<file path="src/ddp_map.vh">
// Register map, field positions and timing counts of the driver diag/PWM block.
// Included by the block's design files; holds definitions only.
`ifndef DDP_MAP_VH
`define DDP_MAP_VH

// Register indices on the 5-bit register port
`define DDP_ADDR_HB_DIAG 5'h07
`define DDP_ADDR_HS_CTRL 5'h08
`define DDP_ADDR_HB_STAT 5'h0a
`define DDP_ADDR_HS_STAT 5'h0b
`define DDP_ADDR_PWM_DREN 5'h1b
`define DDP_ADDR_PWM_DUTY 5'h1c
`define DDP_ADDR_PWM_FREQ 5'h1d

// Reset values
`define DDP_RST_BYTE 8'h00
`define DDP_RST_NIB 4'h0

// Field positions
`define DDP_NIB_HI 7:4
`define DDP_NIB_LO 3:0

// Timing; 20 us of over-current is 2000 cycles at 100 MHz
`define DDP_OC_CYCLES 11'd2000
`define DDP_OC_W 11
`define DDP_CNT_ONE 8'h01
`define DDP_PRE_ONE 7'd1
`define DDP_PRE_DIV 7'd80
`define DDP_PRE_LAST 7'd79
`define DDP_PRE_ZERO 7'd0
`define DDP_CNT_TOP 8'hff
`define DDP_CNT_ZERO 8'h00

`endif

</file>
<file path="src/ddp_oc_integrator.v">
// Over-current integrator and sticky flag for one driver.
// Assumes the detector input is synchronous to clock_in.
`timescale 1ns/1ns
`default_nettype none
`include "ddp_map.vh"
module ddp_oc_integrator
(
  // Clock and reset
  input wire clock_in,
  input wire rst_in,
  // Detector and control
  input wire oc_detect_in,
  input wire protect_active_in,
  input wire flag_clear_in,
  // Result
  output reg flag_out
);

  localparam [`DDP_OC_W-1:0] OC_LIMIT = `DDP_OC_CYCLES;
  localparam [`DDP_OC_W-1:0] OC_ONE = 1;
  localparam [`DDP_OC_W-1:0] OC_ZERO = 0;

  reg [`DDP_OC_W-1:0] count_r;
  reg [`DDP_OC_W-1:0] count_nxt;
  wire trip;

  // Count up on over-current, down to zero otherwise
  always @*
  begin
    count_nxt = count_r;
    if (!protect_active_in || flag_out)
      count_nxt = OC_ZERO;
    else if (oc_detect_in)
      count_nxt = count_r + OC_ONE; // RULE_11
    else if (count_r != OC_ZERO)
      count_nxt = count_r - OC_ONE; // RULE_11
  end

  assign trip = protect_active_in && !flag_out && oc_detect_in && (count_r == OC_LIMIT - OC_ONE);

  always @(posedge clock_in or posedge rst_in)
  begin
    if (rst_in)
    begin
      count_r <= OC_ZERO;
      flag_out <= 1'b0;
    end
    else
    begin
      count_r <= count_nxt;
      // Setting wins over a same-cycle clear
      if (trip)
        flag_out <= 1'b1; // RULE_11
      else if (flag_clear_in)
        flag_out <= 1'b0; // RULE_09
    end
  end

endmodule
`default_nettype wire

</file>
<file path="src/ddp_driver_ctrl.v">
// Diagnostic source, high-side control/status and PWM gating for eight drivers.
// Assumes a synchronous register port and synchronous, already captured fault levels.
//
// Notes on behaviour
// RULE_01 - Half-bridge diag register: high-side source odd bits, low-side source even bits.
// RULE_02 - Over-temperature clears all half-bridge diagnostic source enables.
// RULE_03 - Any diagnostic source enabled on a driver disables its over-current protection.
// RULE_04 - Open/short flags in upper status nibble read live detector value.
// RULE_05 - High-side control: diag sources upper nibble, driver enables lower nibble.
// RULE_06 - Sleep or standby entry clears all high-side driver enables.
// RULE_07 - Over-temperature clears high-side source enables and driver enables.
// RULE_08 - Captured failure flags gate off every high-side driver enable.
// RULE_09 - Over-current flags clear on write-one; driver stays off while set.
// RULE_10 - High-side over-current protection identical to half-bridge protection.
// RULE_11 - Integrator counts up/down; at 20 us sets flag and disables driver.
// RULE_12 - Software keeps involved drivers off during a diagnostic check.
// RULE_13 - Software enables one partner low-side driver for bridged-load diagnosis.
// RULE_14 - Software turns diagnostic sources off before sleep or standby.
// RULE_15 - Period and duty settings both have eight-bit resolution.
// RULE_16 - After reset duty reads zero and PWM output stays low.
// RULE_17 - Nonzero duty write starts PWM; duty writable any time.
// RULE_18 - Duty copied to shadow only at counter zero crossing.
// RULE_19 - All PWM driver selects zero disables PWM regardless of duty.
// RULE_20 - One PWM signal can modulate any subset of eight drivers.
// RULE_21 - PWM select: high-side upper nibble, half-bridge lower nibble.
// RULE_22 - Counter 0..255; set at zero unless duty zero; clear on match.
// RULE_23 - Counter steps every 80 times (period setting plus one) clocks.
// RULE_24 - Drive command is enable, fault-gated, ANDed with PWM where selected.
`timescale 1ns/1ns
`default_nettype none
`include "ddp_map.vh"
module ddp_driver_ctrl
(
  // Clock and reset
  input wire clock_in,
  input wire rst_in,
  // Register port
  input wire reg_wr_in,
  input wire reg_rd_in,
  input wire [4:0] reg_addr_in,
  input wire [7:0] reg_wdata_in,
  output reg [7:0] reg_rdata_out,
  // Mode and faults
  input wire sleep_standby_entry_in,
  input wire over_temperature_fault_in,
  input wire over_current_fault_in,
  input wire over_voltage_fault_in,
  input wire under_voltage_fault_in,
  input wire charge_pump_voltage_fault_in,
  // Half-bridge enables from their own register
  input wire [3:0] hb_high_en_in,
  input wire [3:0] hb_low_en_in,
  // Detectors: half-bridge in low nibble, high-side in high nibble
  input wire [7:0] oc_detect_in,
  input wire [3:0] hb_open_short_flag_in,
  input wire [3:0] hs_open_short_flag_in,
  // Diagnostic sources and protection state
  output reg [3:0] hb_high_diag_source_en_out,
  output reg [3:0] hb_low_diag_source_en_out,
  output reg [3:0] hs_diag_source_en_out,
  output reg [7:0] oc_protect_active_out,
  // Driver commands and PWM
  output reg [3:0] hb_high_drive_out,
  output reg [3:0] hb_low_drive_out,
  output reg [3:0] hs_drive_out,
  output reg pwm_out
);

  reg [7:0] hb_diag_r;
  reg [7:0] hs_ctrl_r;
  reg [7:0] pwm_sel_r;
  reg [7:0] pwm_duty_r;
  reg [7:0] pwm_freq_r;
  reg [7:0] pwm_shadow_r;
  reg [7:0] pwm_cnt_r;
  reg [6:0] pre_r;
  reg [7:0] div_r;
  reg pwm_r;
  reg [7:0] rd_nxt;
  wire [7:0] oc_flag;
  wire [7:0] oc_clear;
  wire [7:0] protect;
  wire [3:0] hb_diag_any;
  wire [3:0] hb_src_hi;
  wire [3:0] hb_src_lo;
  wire fault_gate;
  wire pwm_en;
  wire step;
  wire [7:0] cnt_inc;
  wire wr_hb_diag;
  wire wr_hs_ctrl;
  wire wr_hb_stat;
  wire wr_hs_stat;
  wire wr_sel;
  wire wr_duty;
  wire wr_freq;
  wire [3:0] hb_high_cmd;
  wire [3:0] hb_low_cmd;
  wire [3:0] hs_cmd;
  genvar i;

  assign wr_hb_diag = reg_wr_in && (reg_addr_in == `DDP_ADDR_HB_DIAG);
  assign wr_hs_ctrl = reg_wr_in && (reg_addr_in == `DDP_ADDR_HS_CTRL);
  assign wr_hb_stat = reg_wr_in && (reg_addr_in == `DDP_ADDR_HB_STAT);
  assign wr_hs_stat = reg_wr_in && (reg_addr_in == `DDP_ADDR_HS_STAT);
  assign wr_sel = reg_wr_in && (reg_addr_in == `DDP_ADDR_PWM_DREN);
  assign wr_duty = reg_wr_in && (reg_addr_in == `DDP_ADDR_PWM_DUTY);
  assign wr_freq = reg_wr_in && (reg_addr_in == `DDP_ADDR_PWM_FREQ);

  // Diagnostic source enables per driver
  generate
    for (i = 0; i < 4; i = i + 1)
    begin : g_hbd
      assign hb_src_hi[i] = hb_diag_r[2*i+1]; // RULE_01
      assign hb_src_lo[i] = hb_diag_r[2*i]; // RULE_01
      assign hb_diag_any[i] = hb_src_hi[i] | hb_src_lo[i];
    end
  endgenerate

  assign protect = {~hs_ctrl_r[`DDP_NIB_HI], ~hb_diag_any}; // RULE_03

  // Write-one-to-clear of the over-current flags
  assign oc_clear = {wr_hs_stat ? reg_wdata_in[`DDP_NIB_LO] : `DDP_RST_NIB,
                     wr_hb_stat ? reg_wdata_in[`DDP_NIB_LO] : `DDP_RST_NIB}; // RULE_09

  // Same integrator for half-bridge and high-side drivers
  generate
    for (i = 0; i < 8; i = i + 1)
    begin : g_oc
      ddp_oc_integrator u_oc
      (
        .clock_in(clock_in),
        .rst_in(rst_in),
        .oc_detect_in(oc_detect_in[i]),
        .protect_active_in(protect[i]),
        .flag_clear_in(oc_clear[i]),
        .flag_out(oc_flag[i])
      ); // RULE_10
    end
  endgenerate

  // Any captured failure gates every driver
  assign fault_gate = over_temperature_fault_in | over_current_fault_in | over_voltage_fault_in |
                      under_voltage_fault_in | charge_pump_voltage_fault_in; // RULE_08

  // Half-bridge diagnostic sources; over-temperature wins over a write
  always @(posedge clock_in or posedge rst_in)
  begin
    if (rst_in)
      hb_diag_r <= `DDP_RST_BYTE;
    else if (over_temperature_fault_in)
      hb_diag_r <= `DDP_RST_BYTE; // RULE_02
    else if (wr_hb_diag)
      hb_diag_r <= reg_wdata_in; // RULE_01
  end

  // High-side control; sleep entry drops only the driver enables
  always @(posedge clock_in or posedge rst_in)
  begin
    if (rst_in)
      hs_ctrl_r <= `DDP_RST_BYTE;
    else if (over_temperature_fault_in)
      hs_ctrl_r <= `DDP_RST_BYTE; // RULE_07
    else if (sleep_standby_entry_in)
      hs_ctrl_r <= {hs_ctrl_r[`DDP_NIB_HI], `DDP_RST_NIB}; // RULE_06
    else if (wr_hs_ctrl)
      hs_ctrl_r <= reg_wdata_in; // RULE_05
  end

  // PWM select; locked while duty is nonzero
  always @(posedge clock_in or posedge rst_in)
  begin
    if (rst_in)
      pwm_sel_r <= `DDP_RST_BYTE;
    else if (sleep_standby_entry_in)
      pwm_sel_r <= `DDP_RST_BYTE;
    else if (wr_sel && (pwm_duty_r == `DDP_RST_BYTE))
      pwm_sel_r <= reg_wdata_in; // RULE_21
  end

  // Duty setting; writable any time, cleared on sleep entry
  always @(posedge clock_in or posedge rst_in)
  begin
    if (rst_in)
      pwm_duty_r <= `DDP_RST_BYTE; // RULE_16
    else if (sleep_standby_entry_in)
      pwm_duty_r <= `DDP_RST_BYTE;
    else if (wr_duty)
      pwm_duty_r <= reg_wdata_in; // RULE_17
  end

  // Period setting
  always @(posedge clock_in or posedge rst_in)
  begin
    if (rst_in)
      pwm_freq_r <= `DDP_RST_BYTE;
    else if (wr_freq)
      pwm_freq_r <= reg_wdata_in; // RULE_15
  end

  // Prescaler: divide by 80, then by period setting plus one
  assign pwm_en = (pwm_sel_r != `DDP_RST_BYTE); // RULE_19
  assign step = (pre_r == `DDP_PRE_LAST) && (div_r == pwm_freq_r); // RULE_23
  assign cnt_inc = pwm_cnt_r + `DDP_CNT_ONE;

  // PWM counter and output, parked at top while disabled
  always @(posedge clock_in or posedge rst_in)
  begin
    if (rst_in)
    begin
      pre_r <= `DDP_PRE_ZERO;
      div_r <= `DDP_RST_BYTE;
      pwm_cnt_r <= `DDP_CNT_TOP;
      pwm_shadow_r <= `DDP_RST_BYTE;
      pwm_r <= 1'b0; // RULE_16
    end
    else if (!pwm_en)
    begin
      pre_r <= `DDP_PRE_ZERO;
      div_r <= `DDP_RST_BYTE;
      pwm_cnt_r <= `DDP_CNT_TOP;
      pwm_shadow_r <= `DDP_RST_BYTE;
      pwm_r <= 1'b0; // RULE_19
    end
    else
    begin
      if (pre_r == `DDP_PRE_LAST)
      begin
        pre_r <= `DDP_PRE_ZERO;
        div_r <= (div_r == pwm_freq_r) ? `DDP_RST_BYTE : div_r + `DDP_CNT_ONE; // RULE_23
      end
      else
      begin
        pre_r <= pre_r + `DDP_PRE_ONE;
      end
      if (step)
      begin
        pwm_cnt_r <= cnt_inc; // RULE_22
        if (cnt_inc == `DDP_CNT_ZERO)
        begin
          pwm_shadow_r <= pwm_duty_r; // RULE_18
          pwm_r <= (pwm_duty_r != `DDP_RST_BYTE); // RULE_22
        end
        else if (cnt_inc == pwm_shadow_r)
        begin
          pwm_r <= 1'b0; // RULE_22
        end
      end
    end
  end

  // Effective per-driver commands
  assign hb_high_cmd = hb_high_en_in & ~hb_low_en_in & ~oc_flag[`DDP_NIB_LO] & {4{~fault_gate}} &
                       (~pwm_sel_r[`DDP_NIB_LO] | {4{pwm_r}}); // RULE_24
  assign hb_low_cmd = hb_low_en_in & ~hb_high_en_in & ~oc_flag[`DDP_NIB_LO] & {4{~fault_gate}} &
                      (~pwm_sel_r[`DDP_NIB_LO] | {4{pwm_r}}); // RULE_20
  assign hs_cmd = hs_ctrl_r[`DDP_NIB_LO] & ~oc_flag[`DDP_NIB_HI] & {4{~fault_gate}} &
                  (~pwm_sel_r[`DDP_NIB_HI] | {4{pwm_r}}); // RULE_08

  // Read mux; open/short bits sampled live at the read
  always @*
  begin
    rd_nxt = `DDP_RST_BYTE;
    case (reg_addr_in)
      `DDP_ADDR_HB_DIAG: rd_nxt = hb_diag_r;
      `DDP_ADDR_HS_CTRL: rd_nxt = hs_ctrl_r;
      `DDP_ADDR_HB_STAT: rd_nxt = {hb_open_short_flag_in, oc_flag[`DDP_NIB_LO]}; // RULE_04
      `DDP_ADDR_HS_STAT: rd_nxt = {hs_open_short_flag_in, oc_flag[`DDP_NIB_HI]}; // RULE_04
      `DDP_ADDR_PWM_DREN: rd_nxt = pwm_sel_r;
      `DDP_ADDR_PWM_DUTY: rd_nxt = pwm_duty_r;
      `DDP_ADDR_PWM_FREQ: rd_nxt = pwm_freq_r;
      default: rd_nxt = `DDP_RST_BYTE;
    endcase
  end

  // Output flops
  always @(posedge clock_in or posedge rst_in)
  begin
    if (rst_in)
    begin
      reg_rdata_out <= `DDP_RST_BYTE;
      hb_high_diag_source_en_out <= `DDP_RST_NIB;
      hb_low_diag_source_en_out <= `DDP_RST_NIB;
      hs_diag_source_en_out <= `DDP_RST_NIB;
      oc_protect_active_out <= `DDP_RST_BYTE;
      hb_high_drive_out <= `DDP_RST_NIB;
      hb_low_drive_out <= `DDP_RST_NIB;
      hs_drive_out <= `DDP_RST_NIB;
      pwm_out <= 1'b0;
    end
    else
    begin
      if (reg_rd_in)
        reg_rdata_out <= rd_nxt;
      hb_high_diag_source_en_out <= hb_src_hi; // RULE_01
      hb_low_diag_source_en_out <= hb_src_lo; // RULE_01
      hs_diag_source_en_out <= hs_ctrl_r[`DDP_NIB_HI]; // RULE_05
      oc_protect_active_out <= protect; // RULE_03
      hb_high_drive_out <= hb_high_cmd;
      hb_low_drive_out <= hb_low_cmd;
      hs_drive_out <= hs_cmd; // RULE_09
      pwm_out <= pwm_r;
    end
  end

endmodule
`default_nettype wire

</file>
<file path="config.mk">
export PLATFORM = sky130hd
export DESIGN_NAME = ddp_driver_ctrl
export DESIGN_NICKNAME = d
export VERILOG_FILES = /design/src/ddp_oc_integrator.v /design/src/ddp_driver_ctrl.v
export VERILOG_INCLUDE_DIRS = /design/src
export SDC_FILE = /design/constraint.sdc
export NUM_CORES = 1
export LEC_CHECK = 0
export ABC_CLOCK_PERIOD_IN_PS = 6400
export BUFFER_PORTS_ARGS = -buffer_cell sky130_fd_sc_hd__buf_2
export CAP_MARGIN = 10
export CORE_ASPECT_RATIO = 0.7
export CORE_MARGIN = 2
export CORE_UTILIZATION = 66
export CTS_CLUSTER_DIAMETER = 100
export CTS_CLUSTER_SIZE = 40
export DETAILED_ROUTE_END_ITERATION = 10
export PLACE_DENSITY = 0.86
export SYNTH_ARGS = -nofsm -noshare
export SYNTH_HDL_FRONTEND = slang
export SYNTH_HIERARCHICAL = 1
export SYNTH_SLANG_ARGS = --single-unit
</file>
<file path="constraint.sdc">
create_clock -name clock_in -period 6.4 [get_ports clock_in]
set_input_delay 0 -clock clock_in [delete_from_list [all_inputs] [get_ports clock_in]]
set_output_delay 0 -clock clock_in [all_outputs]
set_load 0.1 [all_outputs]
</file>
==> reports/results.ini <==
[final_layout]
finish.cell_count_without_fillers=1609
final_core_utilization_pct=75.1
largest-register=g_oc.u_oc/count_r
largest_register_ff_count=88
layout_commonest_cell=sky130_fd_sc_hd__dfrtp_1
num-fill-cells=1196
drive_above_1_share_pct=11.0
mostFrequentLayoutCells=sky130_fd_sc_hd__dfrtp_1 (201), sky130_fd_sc_hd__nor2_1 (138), sky130_fd_sc_hd__nand2_1 (101), sky130_fd_sc_hd__buf_2 (87), sky130_fd_sc_hd__ha_1 (75)
nets=1502
area.sequential_um2=5240
area.growth.synth_to_final_pct=11.0
insertedDiodeCount=0
multi_input_combinational_cell_area_um2=6550

[floorplanning]
dieArea_um2=19600
floorplan.rows=41
chip_width_um=167
ios=88
floorplan.core_area_um2=18100
dieHeight_um=118
initial_utilization_pct=67.7

[logic_synthesis]
dominant_combinational_cell_family_by_area_after_synthesis=simple AND/OR/NAND/NOR gates
netlist_area_um2=12200
synth_enable_flop_cells=0
synth-simple-area-share_pct=20.7
synth_sequential_area_ratio_pct=42.9
portion_of_netlist_area_occupied_by_mux_cells_pct=2.78
cells_after_synthesis=1257
synth.avg_cell_area_um2=9.72
share_of_the_synthesized_area_in_compound_gates_ao_oa_aoi_oai_pct=14.6
yosysUniqueCellTypes=68
syn_nets=1387
yosys.area_share.adder_pct=8.99
async_reset_ff_share_pct=100
synthFlopType=sky130_fd_sc_hd__dfrtp_1
synth_warn=6
ff_latch_count_synth=209
synth_xor_xnor_area_share_pct=6.45

[timing]
setup_viol_count_final=0
slew_headroom_pct=45.3
report.final.slew_viol_count=0
final.setup_skew_ns=0.0446
timing.final.crit_share_pct=36.8
worst_pin_slew_ns=0.820
fmax_mhz=424
report.final.hold_viol_count=0
setup_total_negative_slack_ns=0
finalWorstPathRequiredPeriod_ns=2.36
worst_hold_margin_ns=0.0785
rsz0062_at_grt=no

[detailed_routing]
detail_route.iter0.violations=1187
routed-via-count=10384
drt-vias-per-instance=6.45
post_drt_wl_per_cell_um=19.2
drtPass1Iterations=8
antenna_violating_nets_post_route=0
drt_drc_violations_left=0
postRouteWirelength_um=30900

[place]
portBuffers=87
gpl.final_weighted_congestion=0.896
dpl_wire_length_um=21400
number_of_placed_cells_counting_well_taps=1546

[pwr]
powerDensity_nw_per_um2=297
leakage_nw=6.57
ir_drop_uv=192

[global_routing]
global_route.usage.total_pct=31.2
global_route_wire_length_before_repair_um=50500
grt_remaining_overflow=0
vias_in_the_first_global_route=10049
grt_max_degree=65
grt_antenna_before_repair=0

[setup_path]
worstSetupEndpointType=flip-flop
worst-setup-path-type=reg2reg
critPathRequiredTime_ns=6.78
cp.arrival_ns=2.74
timing.critical_path.from_type=flip-flop
worstRegToRegCells=5
cp_max_fo=4

[outcome]
outcome=completed

[clocking]
worstSkewPairLatency_ns=0.49
clock_sink_count=209
clk_root_buffer_cell=sky130_fd_sc_hd__clkbuf_16
tritoncts=built
cts-resized-gates=0
cts_inserted_buffers=9
clk_pin_slew_ns=0.14
htree_num_levels=1
cts-root-to-sink-buffers=3
number_of_setup_buffers_added_after_cts=0

[flow_run]
max_cap_violations=0

[hold_path]
min_path_cells=3
worstHoldPathType=in2reg

what timing repair did:
action / 4_1_cts / 5_1_grt
hold endpoints to repair: 231 / 0
endpoints found under the setup margin: 0 / 0
hold buffers: 51 / 0
Yosys cell counts, drive strengths merged, types with 9 or more instances:
library cell    n  area, µm²
a21boi          9       67.6
nor4b          12        105
buf            15       86.3
nor2b           9       56.3
inv            69        259
o21ai          46        241
a21oi          67        350
o211ai          9       77.6
a31oi          20        170
nand4          35        219
a22o           13        114
nand2         101        379
xor2           54        473
nor4           20        155
ha             75        938
a22oi          24        180
clkbuf         20       85.1
nand3          58        290
and3           16        100
xnor2          36        315
a211oi         16        130
and4           12        105
nor2          140        531
nor3b          10        120
and3b          10       87.6
dfrtp         201       5030
a21o            9       67.6
mux2i          25        250
nor3           24        120
and2           25        171
worst paths after layout:
kind                                   start                 endpoint  slack [ns]
min in group asynchronous             rst_in  g_oc[2].u_oc/count_r[1]        0.24
worst min register to register      pre_r[0]                 pre_r[0]        0.47
max in group asynchronous             rst_in                 pre_r[1]        4.89
worst max register to register  hb_diag_r[6]         reg_rdata_out[6]        4.04
worst min-delay path               reg_wr_in             hb_diag_r[3]        0.08
worst max-delay path            hb_diag_r[6]         reg_rdata_out[6]        4.04
cells by family after synthesis:
kind of cell / after synthesis
fa+ha+maj: 83
xor+xnor: 90
mux: 33
flops: 209
simple gates: 483
compound gates: 254
buf+inv: 105
per-layer routing:
layer	routed length, µm	part of all wire, %	up-vias	global-route usage (%)
li1	-	-	4746	-
met1	13400	43	4979	45.2
met2	13800	45	558	49.4
met3	2590	8.4	101	4.17
met4	1060	3.4	0	10.1
met5	0	0	-	0
where the power goes:
group	total [mW]	switching, mW	internal, mW
registers	1.72	0.204	1.52
logic	1.62	0.936	0.681
clock network	0.689	0.419	0.271
total	4.03	1.56	2.47
stage by stage:
| step | power, mW | instance area, µm² | setup WS, ns |
|---|---|---|---|
| CTS | 3.99 | 13600 | 4.11 |
| finish | 4.03 | 13600 | 4.04 |
| detailed placement | 3.29 | 12800 | 4.26 |
| floorplan | 2.95 | 12200 | 3.43 |
| global placement | 3.22 | 12800 | 4.37 |
| global route | 4.29 | 13600 | 3.99 |
critical path: stages, from the launching register on:
cell and delay (ns):
sky130_fd_sc_hd__dfrtp_1 0.49, sky130_fd_sc_hd__a22oi_1 0.32, sky130_fd_sc_hd__nand4_1 0.14, sky130_fd_sc_hd__dlygate4sd3_1 0.58
sky130_fd_sc_hd__a22o_1 0.19, sky130_fd_sc_hd__dlygate4sd3_1 0.55
area by class of cell:
class | count | area share (%)
sequential | 209 | 38.6
timing repair buffer | 139 | 7.03
inverter | 70 | 1.96
multi-input combinational | 943 | 48.3
tap | 236 | 2.18
clock buffer | 11 | 1.72
clock inverter | 1 | 0.221
(Power assumes the default switching activity.)
